$ cat config.mk
export PLATFORM = sky130hd
export DESIGN_NAME = slcr_serial_link_regs
export DESIGN_NICKNAME = d
export VERILOG_FILES = /design/src/logic/slcr_pkg.sv /design/src/logic/slcr_mf_counter.sv /design/src/logic/slcr_serial_link_regs.sv
export SDC_FILE = /design/constraint.sdc
export NUM_CORES = 1
export LEC_CHECK = 0
export BUFFER_PORTS_ARGS = -buffer_cell sky130_fd_sc_hd__buf_2
export CAP_MARGIN = 20
export CORE_ASPECT_RATIO = 1.25
export CORE_MARGIN = 5
export CORE_UTILIZATION = 30
export CTS_CLUSTER_DIAMETER = 80
export DETAILED_ROUTE_END_ITERATION = 7
export PLACE_DENSITY = 0.59
export SKIP_CTS_REPAIR_TIMING = 1
export SYNTH_ARGS = -nofsm -noshare
export SYNTH_HDL_FRONTEND = slang
export SYNTH_HIERARCHICAL = 1
export SYNTH_SLANG_ARGS = --single-unit
$ cat constraint.sdc
create_clock -name clk -period 3.8 [get_ports clk]
set_input_delay 0.57 -clock clk [delete_from_list [all_inputs] [get_ports clk]]
set_output_delay 0.57 -clock clk [all_outputs]
set_load 0.01 [all_outputs]
$ cat src/logic/slcr_pkg.sv
// Purpose: Shared constants and types for the serial link control registers.
// Assumes: APB with 32-bit data; each register takes one aligned word.
// Notes:   Register indices are scaled by four to form byte addresses.
package slcr_pkg;

    // ****************************************************************
    // Bus and register map
    // ****************************************************************
    localparam int          APB_AW              = 16;
    localparam int          REG_W               = 8;
    localparam logic [13:0] IDX_LINK_ENABLE     = 14'h0200;
    localparam logic [13:0] IDX_OUTPUT_MODE     = 14'h0201;
    localparam logic [13:0] IDX_FRAMES_M1       = 14'h0202;
    localparam logic [13:0] IDX_SW_SYNC         = 14'h0203;
    localparam logic [13:0] IDX_LINK_CONTROL    = 14'h0204;
    localparam logic [15:0] ADDR_LINK_ENABLE    = {IDX_LINK_ENABLE, 2'h0};
    localparam logic [15:0] ADDR_OUTPUT_MODE    = {IDX_OUTPUT_MODE, 2'h0};
    localparam logic [15:0] ADDR_FRAMES_M1      = {IDX_FRAMES_M1, 2'h0};
    localparam logic [15:0] ADDR_SW_SYNC        = {IDX_SW_SYNC, 2'h0};
    localparam logic [15:0] ADDR_LINK_CONTROL   = {IDX_LINK_CONTROL, 2'h0};

    // ****************************************************************
    // Reset values and field positions
    // ****************************************************************
    localparam logic [7:0]  RST_LINK_ENABLE     = 8'h01;
    localparam logic [7:0]  RST_OUTPUT_MODE     = 8'h00;
    localparam logic [7:0]  RST_FRAMES_M1       = 8'h1f;
    localparam logic [7:0]  RST_SW_SYNC         = 8'h01;
    localparam logic [7:0]  RST_LINK_CONTROL    = 8'h03;
    localparam int          ENABLE_BIT          = 0;
    localparam int          SW_SYNC_BIT         = 0;
    localparam int          MODE_MSB            = 5;
    localparam int          SYNC_SEL_LSB        = 2;
    localparam int          SYNC_SEL_MSB        = 3;
    localparam int          K64_NUMERATOR       = 256;
    localparam int          K_MIN_WIDTH         = 11;

    // ****************************************************************
    // Types
    // ****************************************************************
    typedef enum logic [1:0] {
        SLCR_SYNC_SE    = 2'b00,
        SLCR_SYNC_TMSTP = 2'b01,
        SLCR_SYNC_SW    = 2'b10,
        SLCR_SYNC_RSVD  = 2'b11
    } slcr_sync_src_t;

    typedef struct packed {
        logic holdReset;
        logic powerDown;
        logic clockEnable;
    } slcr_link_ctl_t;

endpackage

$ cat src/logic/slcr_mf_counter.sv
// Purpose: Local multiframe counter for the serial link.
// Assumes: frameTick pulses once per frame; kValue is at least one.
// Notes:   Held at zero while disabled, so alignment pulses are ignored then.
`timescale 1ns/1ps
module slcr_mf_counter #(
    parameter int KW = 11
) (
    input  wire logic          clk,
    input  wire logic          resetn,
    input  wire logic          enable,
    input  wire logic          sysrefPulse,
    input  wire logic          frameTick,
    input  wire logic [KW-1:0] kValue,
    output logic      [KW-1:0] count,
    output logic               boundary
);

    logic [KW-1:0] count_q;
    logic [KW-1:0] count_d;
    logic          boundary_q;
    logic          atLast;

    assign atLast = (count_q == (kValue - KW'(1)));

    assign count_d = !enable    ? '0 :
                     sysrefPulse ? '0 :
                     !frameTick  ? count_q :
                     atLast      ? '0 : count_q + KW'(1);

    always_ff @(posedge clk or negedge resetn) begin
        if (!resetn) begin
            count_q    <= '0;
            boundary_q <= 1'b0;
        end else begin
            count_q    <= count_d;
            boundary_q <= enable && !sysrefPulse && frameTick && atLast;
        end
    end

    assign count    = count_q;
    assign boundary = boundary_q;

endmodule

$ cat src/logic/slcr_serial_link_regs.sv
// Purpose: APB register bank controlling the serial link output subsystem.
// Assumes: All inputs are synchronous to clk; mode E and F come from the mode table.
// Notes:   Zero-wait APB slave; unmapped addresses answer with pslverr.
//
// The APB interface to the registers was chosen for this implementation.
`timescale 1ns/1ps
module slcr_serial_link_regs #(
    parameter int KW = 11
) (
    input  wire logic                   clk,
    input  wire logic                   resetn,
    input  wire logic                   psel,
    input  wire logic                   penable,
    input  wire logic                   pwrite,
    input  wire logic [15:0]            paddr,
    input  wire logic [31:0]            pwdata,
    input  wire logic [3:0]             pstrb,
    output logic      [31:0]            prdata,
    output logic                        pready,
    output logic                        pslverr,
    input  wire logic                   sysrefPulse,
    input  wire logic                   frameTick,
    input  wire logic                   syncSeN,
    input  wire logic                   tmstpSyncN,
    input  wire logic                   mode64b66b,
    input  wire logic [2:0]             modeE,
    input  wire logic [4:0]             modeF,
    output slcr_pkg::slcr_link_ctl_t    linkCtl,
    output logic      [5:0]             outputModeSelector,
    output logic      [KW-1:0]          effectiveK,
    output logic                        syncRequest,
    output logic      [KW-1:0]          multiframeCount,
    output logic                        multiframeBoundary
);

    // ****************************************************************
    // Elaboration checks
    // ****************************************************************
    generate
        if (KW < slcr_pkg::K_MIN_WIDTH) begin : g_bad_kw
            $error("KW too narrow for the largest effective K");
        end
    endgenerate

    // ****************************************************************
    // Register storage
    // ****************************************************************
    logic [7:0]                 linkEnable_q;
    logic [7:0]                 linkOutputMode_q;
    logic [7:0]                 framesM1_q;
    logic [7:0]                 swSync_q;
    logic [7:0]                 linkControl_q;
    logic [31:0]                prdata_q;
    slcr_pkg::slcr_link_ctl_t   linkCtl_q;
    slcr_pkg::slcr_link_ctl_t   linkCtl_d;
    logic                       syncRequest_q;
    logic                       syncRequest_d;
    logic [KW-1:0]              effectiveK_q;
    logic [KW-1:0]              effectiveK_d;

    // ****************************************************************
    // Address decode
    // ****************************************************************
    wire setupPhase  = psel && !penable;
    wire accessPhase = psel && penable;
    wire hitEnable   = (paddr == slcr_pkg::ADDR_LINK_ENABLE);
    wire hitMode     = (paddr == slcr_pkg::ADDR_OUTPUT_MODE);
    wire hitFramesM1 = (paddr == slcr_pkg::ADDR_FRAMES_M1);
    wire hitSwSync   = (paddr == slcr_pkg::ADDR_SW_SYNC);
    wire hitControl  = (paddr == slcr_pkg::ADDR_LINK_CONTROL);
    wire hitAny      = hitEnable || hitMode || hitFramesM1 || hitSwSync || hitControl;
    wire writeLane0  = accessPhase && pwrite && pstrb[0] && hitAny;
    wire [7:0] wrByte = pwdata[7:0];

    // ****************************************************************
    // Read data selection
    // ****************************************************************
    // full readback
    wire [7:0] readByte = hitEnable   ? linkEnable_q     :
                          hitMode     ? linkOutputMode_q :
                          hitFramesM1 ? framesM1_q       :
                          hitSwSync   ? swSync_q         :
                          hitControl  ? linkControl_q    : 8'h00;

    // ****************************************************************
    // APB answer
    // ****************************************************************
    assign pready  = 1'b1;
    assign pslverr = accessPhase && !hitAny;
    assign prdata  = prdata_q;

    always_ff @(posedge clk or negedge resetn) begin
        if (!resetn) begin
            prdata_q <= 32'h0000_0000;
        end else if (setupPhase && !pwrite) begin
            prdata_q <= {24'h00_0000, readByte};
        end
    end

    // ****************************************************************
    // Register writes
    // ****************************************************************
    // enable reset value
    always_ff @(posedge clk or negedge resetn) begin
        if (!resetn) begin
            linkEnable_q     <= slcr_pkg::RST_LINK_ENABLE;
            linkOutputMode_q <= slcr_pkg::RST_OUTPUT_MODE;
            framesM1_q       <= slcr_pkg::RST_FRAMES_M1;
            swSync_q         <= slcr_pkg::RST_SW_SYNC;
            linkControl_q    <= slcr_pkg::RST_LINK_CONTROL;
        end else if (writeLane0) begin
            if (hitEnable) begin
                linkEnable_q <= wrByte;
            end
            if (hitMode) begin
                linkOutputMode_q <= wrByte;
            end
            if (hitFramesM1) begin
                framesM1_q <= wrByte;
            end
            if (hitSwSync) begin
                swSync_q <= wrByte;
            end
            if (hitControl) begin
                linkControl_q <= wrByte;
            end
        end
    end

    // ****************************************************************
    // Link enable effects and output mode selector
    // ****************************************************************
    wire linkOn = linkEnable_q[slcr_pkg::ENABLE_BIT];

    assign linkCtl_d.holdReset   = !linkOn;
    assign linkCtl_d.powerDown   = !linkOn;
    assign linkCtl_d.clockEnable = linkOn;

    assign outputModeSelector = linkOutputMode_q[slcr_pkg::MODE_MSB:0];

    // ****************************************************************
    // Effective frames per multiframe
    // ****************************************************************
    wire [KW-1:0] kFromReg = KW'(framesM1_q) + KW'(1);
    wire [KW-1:0] kNumer   = KW'(slcr_pkg::K64_NUMERATOR) * KW'(modeE);
    wire [KW-1:0] kFrom64  = kNumer / KW'(modeF);
    wire          use64    = mode64b66b && (modeF != 5'h00);

    assign effectiveK_d = use64 ? kFrom64 : kFromReg;

    // ****************************************************************
    // Synchronization request
    // ****************************************************************
    slcr_pkg::slcr_sync_src_t syncSel;
    assign syncSel = slcr_pkg::slcr_sync_src_t'(
        linkControl_q[slcr_pkg::SYNC_SEL_MSB:slcr_pkg::SYNC_SEL_LSB]);

    wire swSyncReq = !swSync_q[slcr_pkg::SW_SYNC_BIT];

    wire pinSyncReq = (syncSel == slcr_pkg::SLCR_SYNC_SE)    ? !syncSeN   :
                      (syncSel == slcr_pkg::SLCR_SYNC_TMSTP) ? !tmstpSyncN : 1'b0;

    assign syncRequest_d = swSyncReq || pinSyncReq;

    // ****************************************************************
    // Output registers
    // ****************************************************************
    always_ff @(posedge clk or negedge resetn) begin
        if (!resetn) begin
            linkCtl_q     <= '{holdReset: 1'b0, powerDown: 1'b0, clockEnable: 1'b1};
            syncRequest_q <= 1'b0;
            effectiveK_q  <= KW'(slcr_pkg::RST_FRAMES_M1) + KW'(1);
        end else begin
            linkCtl_q     <= linkCtl_d;
            syncRequest_q <= syncRequest_d;
            effectiveK_q  <= effectiveK_d;
        end
    end

    assign linkCtl     = linkCtl_q;
    assign syncRequest = syncRequest_q;
    assign effectiveK  = effectiveK_q;

    // ****************************************************************
    // Multiframe counter
    // ****************************************************************
    // counter follows enable
    slcr_mf_counter #(
        .KW (KW)
    ) u_mf_counter (
        .clk         (clk),
        .resetn      (resetn),
        .enable      (linkOn),
        .sysrefPulse (sysrefPulse),
        .frameTick   (frameTick),
        .kValue      (effectiveK_q),
        .count       (multiframeCount),
        .boundary    (multiframeBoundary)
    );

    // ****************************************************************
    // Assertions
    // ****************************************************************
    a_disable_holds_link: assert property (
        @(posedge clk) disable iff (!resetn)
        !linkOn |=> (linkCtl.holdReset && linkCtl.powerDown && !linkCtl.clockEnable))
        else $error("link not held while disabled");

    a_enable_runs_link: assert property (
        @(posedge clk) disable iff (!resetn)
        linkOn |=> (!linkCtl.holdReset && linkCtl.clockEnable))
        else $error("link not running while enabled");

    a_counter_held_off: assert property (
        @(posedge clk) disable iff (!resetn)
        (!linkOn && sysrefPulse) |=> (multiframeCount == '0) && !multiframeBoundary)
        else $error("multiframe counter moved while disabled");

    a_mode_field_only: assert property (
        @(posedge clk) disable iff (!resetn)
        (writeLane0 && hitMode)
            |=> (outputModeSelector == $past(wrByte[slcr_pkg::MODE_MSB:0]))
                && (linkOutputMode_q == $past(wrByte)))
        else $error("mode selector does not follow register");

    a_k_plus_one: assert property (
        @(posedge clk) disable iff (!resetn)
        (!mode64b66b && $stable(framesM1_q))
            |=> effectiveK == KW'($past(framesM1_q)) + KW'(1))
        else $error("effective K is not length plus one");

    a_k_derived_64b: assert property (
        @(posedge clk) disable iff (!resetn)
        (use64 && $stable(modeE) && $stable(modeF))
            |=> (effectiveK == $past(kFrom64)))
        else $error("64B/66B K not derived from E and F");

    a_sw_sync_requests: assert property (
        @(posedge clk) disable iff (!resetn)
        swSyncReq |=> syncRequest)
        else $error("software sync did not raise a request");

    a_stuck_pin_holds: assert property (
        @(posedge clk) disable iff (!resetn)
        (syncSel == slcr_pkg::SLCR_SYNC_SE && !syncSeN)[*2] |-> syncRequest)
        else $error("stuck sync pin request released");

    a_sel_two_pins_off: assert property (
        @(posedge clk) disable iff (!resetn)
        (syncSel == slcr_pkg::SLCR_SYNC_SW && !swSyncReq) |=> !syncRequest)
        else $error("sync pins not ignored with selector two");

    a_readback_word: assert property (
        @(posedge clk) disable iff (!resetn)
        (setupPhase && !pwrite && hitFramesM1)
            |=> (prdata == {24'h00_0000, framesM1_q}))
        else $error("read data does not match stored length");

    a_write_takes_effect: assert property (
        @(posedge clk) disable iff (!resetn)
        (writeLane0 && hitSwSync && !pwdata[slcr_pkg::SW_SYNC_BIT])
            |=> ##1 syncRequest)
        else $error("software sync write did not request resync");

    a_reset_length: assert property (
        @(posedge clk)
        $rose(resetn) |-> (framesM1_q == slcr_pkg::RST_FRAMES_M1)
            && (effectiveK == KW'(32)))
        else $error("length register reset value wrong");

endmodule
==> impl_metrics.env <==
export IMPL_outcome="finished with violations"
export IMPL_violations="negative setup slack"
export IMPL_arrival_ns=13.85
export IMPL_cp_max_fo=6
export IMPL_cp_required_ns=3.98
export IMPL_period_minus_slack_ns=13.67
export IMPL_synthCells=711
export IMPL_wl_per_cell_um=14.8
export IMPL_dp_cells=1203
export IMPL_finalClockSkew_ns=0.00736
export IMPL_ios=137
export IMPL_avgSynthCellArea_um2=9.06
export IMPL_r2r_setup_slack_ns=0.89
export IMPL_drtIter0Drc=298
export IMPL_netlist_area_um2=6440
export IMPL_cts_sinks=74
export IMPL_fin_crit_sh_pct=360
export IMPL_num_vias=6146
export IMPL_start_kind="primary input"
export IMPL_grt_pass1_wl_um=29800
export IMPL_portBuffers=84
export IMPL_antenna_found_initial=0
export IMPL_gp_congestion=0.892
export IMPL_hold_class="in -> async"
export IMPL_area_growth_pct=40.6
export IMPL_layout_drive_gt1_share_pct=44.0
export IMPL_maxSlewHeadroom_pct=37.4
export IMPL_cts_made_buffers=9
export IMPL_die_x_um=141
export IMPL_switching_share_pct=40.7
export IMPL_via_per_inst=4.98
export IMPL_critPathMaxStageDelay_ns=0.52
export IMPL_core_area_um2=21300
export IMPL_clk_pin_slew_ns=0.07
export IMPL_power_density_nw_per_um2=1110
export IMPL_firstDrtPassIters=4
export IMPL_grt_start_max_net_pins=75
export IMPL_synth_ff_type="dfrtp_1"
export IMPL_setup_violations_final=8
export IMPL_switching_power_mw=4.08
export IMPL_ff_latch_area_um2=1870
export IMPL_most_common_layout_cells="165 x buf_4, 81 x buf_2, 63 x dfrtp_1, 48 x nor2_1, 47 x mux2_2"
export IMPL_totalWireLength_um=18300
export IMPL_power_mw=10.0
export IMPL_worst_pin_slew_ns=0.939
export IMPL_grt_pass1_vias=6144
export IMPL_clk_latency_ns=0.34
export IMPL_yosysSeqAreaShare_pct=29.0
export IMPL_layout_commonest_cell="buf_4"
export IMPL_worstSetupPathType="in -> reg"
export IMPL_overflow=0
export IMPL_rows=60
export IMPL_ir_drop_v=0.000735
export IMPL_fin_nets=1062
export IMPL_whs_ns=0.353
export IMPL_design_area_um2=9050
export IMPL_fillers=2132
export IMPL_maxCapViolCount=0
export IMPL_pre_cts_slack_ns=-10.38
export IMPL_start_util_pct=30.2
export IMPL_drc=0
export IMPL_fin_ws_ns=-9.87
export IMPL_root_buffer="clkbuf_16"
export IMPL_die_area_um2=24500
export IMPL_end_kind="flip-flop"
export IMPL_drv_slew=0
export IMPL_cts_tree="done"
export IMPL_synth_cell_type_count=77
export IMPL_clk_path_buf_depth=2
export IMPL_synth_edf_count=0
export IMPL_share_comb_of_total_power_pct=82.4
export IMPL_pwr_share_seq_pct=8.9
export IMPL_grt_total_usage_pct=14.5
export IMPL_synthArstFlopShare_pct=100
export IMPL_synth_warnings=6
export IMPL_internal_power_mw=5.94
export IMPL_fmax_mhz=73.1
export IMPL_critPathMostFrequentCell="ha_1"
export IMPL_finalNonFillerCells=1233
export IMPL_slowest_stage="or4b_4"
export IMPL_htreeDepth=3
export IMPL_multi_input_area_um2=4650
export IMPL_rsz0062_at_grt="true"
export IMPL_finalHoldViolCount=0
export IMPL_dp_hpwl_um=14500
export IMPL_antenna_cells=0
export IMPL_ys_ff_latch=74
export IMPL_dpl_cell_area_um2=8420
export IMPL_die_y_um=174
export IMPL_clkPwrFrac_pct=8.7
export IMPL_leakage_nw=4.29
export IMPL_postRouteAntennaNets=0
==> Yosys cell counts (all sizes together), types with 11 or more instances <==
cell type	count	area (um^2)
nor3	16	80.1
xnor2	21	184
a21o	14	105
nor2	54	203
mux2	54	612
a21oi	44	224
dfrtp	63	1580
dfstp	11	289
clkbuf	13	48.8
nand3	23	115
o21ai	45	225
nand2	41	156
ha	42	526
buf	38	270
xor2	20	175
inv	32	120
==> logic make-up after synthesis <==
kind of cell | Yosys count | share of synthesized area (%)
buf+inv | 83 | 6.82
fa+ha+maj | 43 | 8.47
xor+xnor | 41 | 5.58
flops | 74 | 29.0
compound gates | 181 | 18.8
other cells | 2 | 0.117
simple gates | 218 | 18.0
mux | 69 | 13.2
==> state kept, by name, summed over array words and instances (netlist names) <==
name and cells:
swSync_q 8, effectiveK 11, linkCtl 2, framesM1_q 8
linkEnable_q 8, linkOutputMode_q 8, linkControl_q 8, syncRequest 1
prdata 8, u_mf_counter/count 11, u_mf_counter/boundary 1
==> routing by layer <==
metal  part of all wire (%)  global-route usage [%]  up-vias
met5                      0                       0        -
met4                    1.9                    4.36        0
met3                    2.4                    1.05       24
met2                     54                    27.3      103
met1                     42                    17.4     2972
li1                       -                       -     3047
==> power groups by stage <==
| stage | combinational [mW] | clock, mW | sequential, mW |
|---|---|---|---|
| 2_1_floorplan | 4.47 | 0 | 0.908 |
| 3_3_place_gp | 7.28 | 0 | 0.905 |
| 3_5_place_dp | 7.40 | 0 | 0.907 |
| 6_report | 8.25 | 0.876 | 0.892 |
| 4_1_cts | 7.45 | 0.895 | 0.893 |
| 5_1_grt | 9.05 | 0.930 | 0.900 |
==> critical path: cells and delay by family <==
kind / cells / cell delay [ns]
AOI/OAI and AO/OA: 33 / 5.40
and+or+nand+nor: 18 / 3.22
adders and majority gates: 10 / 2.77
muxes: 6 / 1.59
buffers and inverters: 4 / 0.30
==> through the flow <==
step	TNS [ns]	utilization, %
finish	-39.83	42.5
detailed placement	-43.12	39.5
CTS	-40.62	41.0
global placement	-41.77	39.5
global route	-42.98	42.5
floorplan	-40.57	-
==> path summary, 6_finish.rpt <==
kind / startpoint / end / cells past startpoint
setup / recovery: modeF[3] / effectiveK[0] / 71
hold / removal: resetn / syncRequest / 1
setup reg to reg: effectiveK[0] / u_mf_counter/count[4] / 9
hold reg to reg: linkEnable_q[0] / linkCtl[0] / 0
max in group asynchronous: resetn / effectiveK[6] / 1
min in group clk: linkEnable_q[0] / linkCtl[0] / 0
==> area by class of cell <==
type / instances / area share, %
well taps: 279 / 3.86
clock inverters: 7 / 0.926
inverters: 32 / 1.37
flip-flops and latches: 74 / 20.6
clock buffers: 9 / 2.49
repair buffers: 255 / 19.4
multi-input cells: 577 / 51.4
Note: power is estimated with default switching activity, not from simulation.
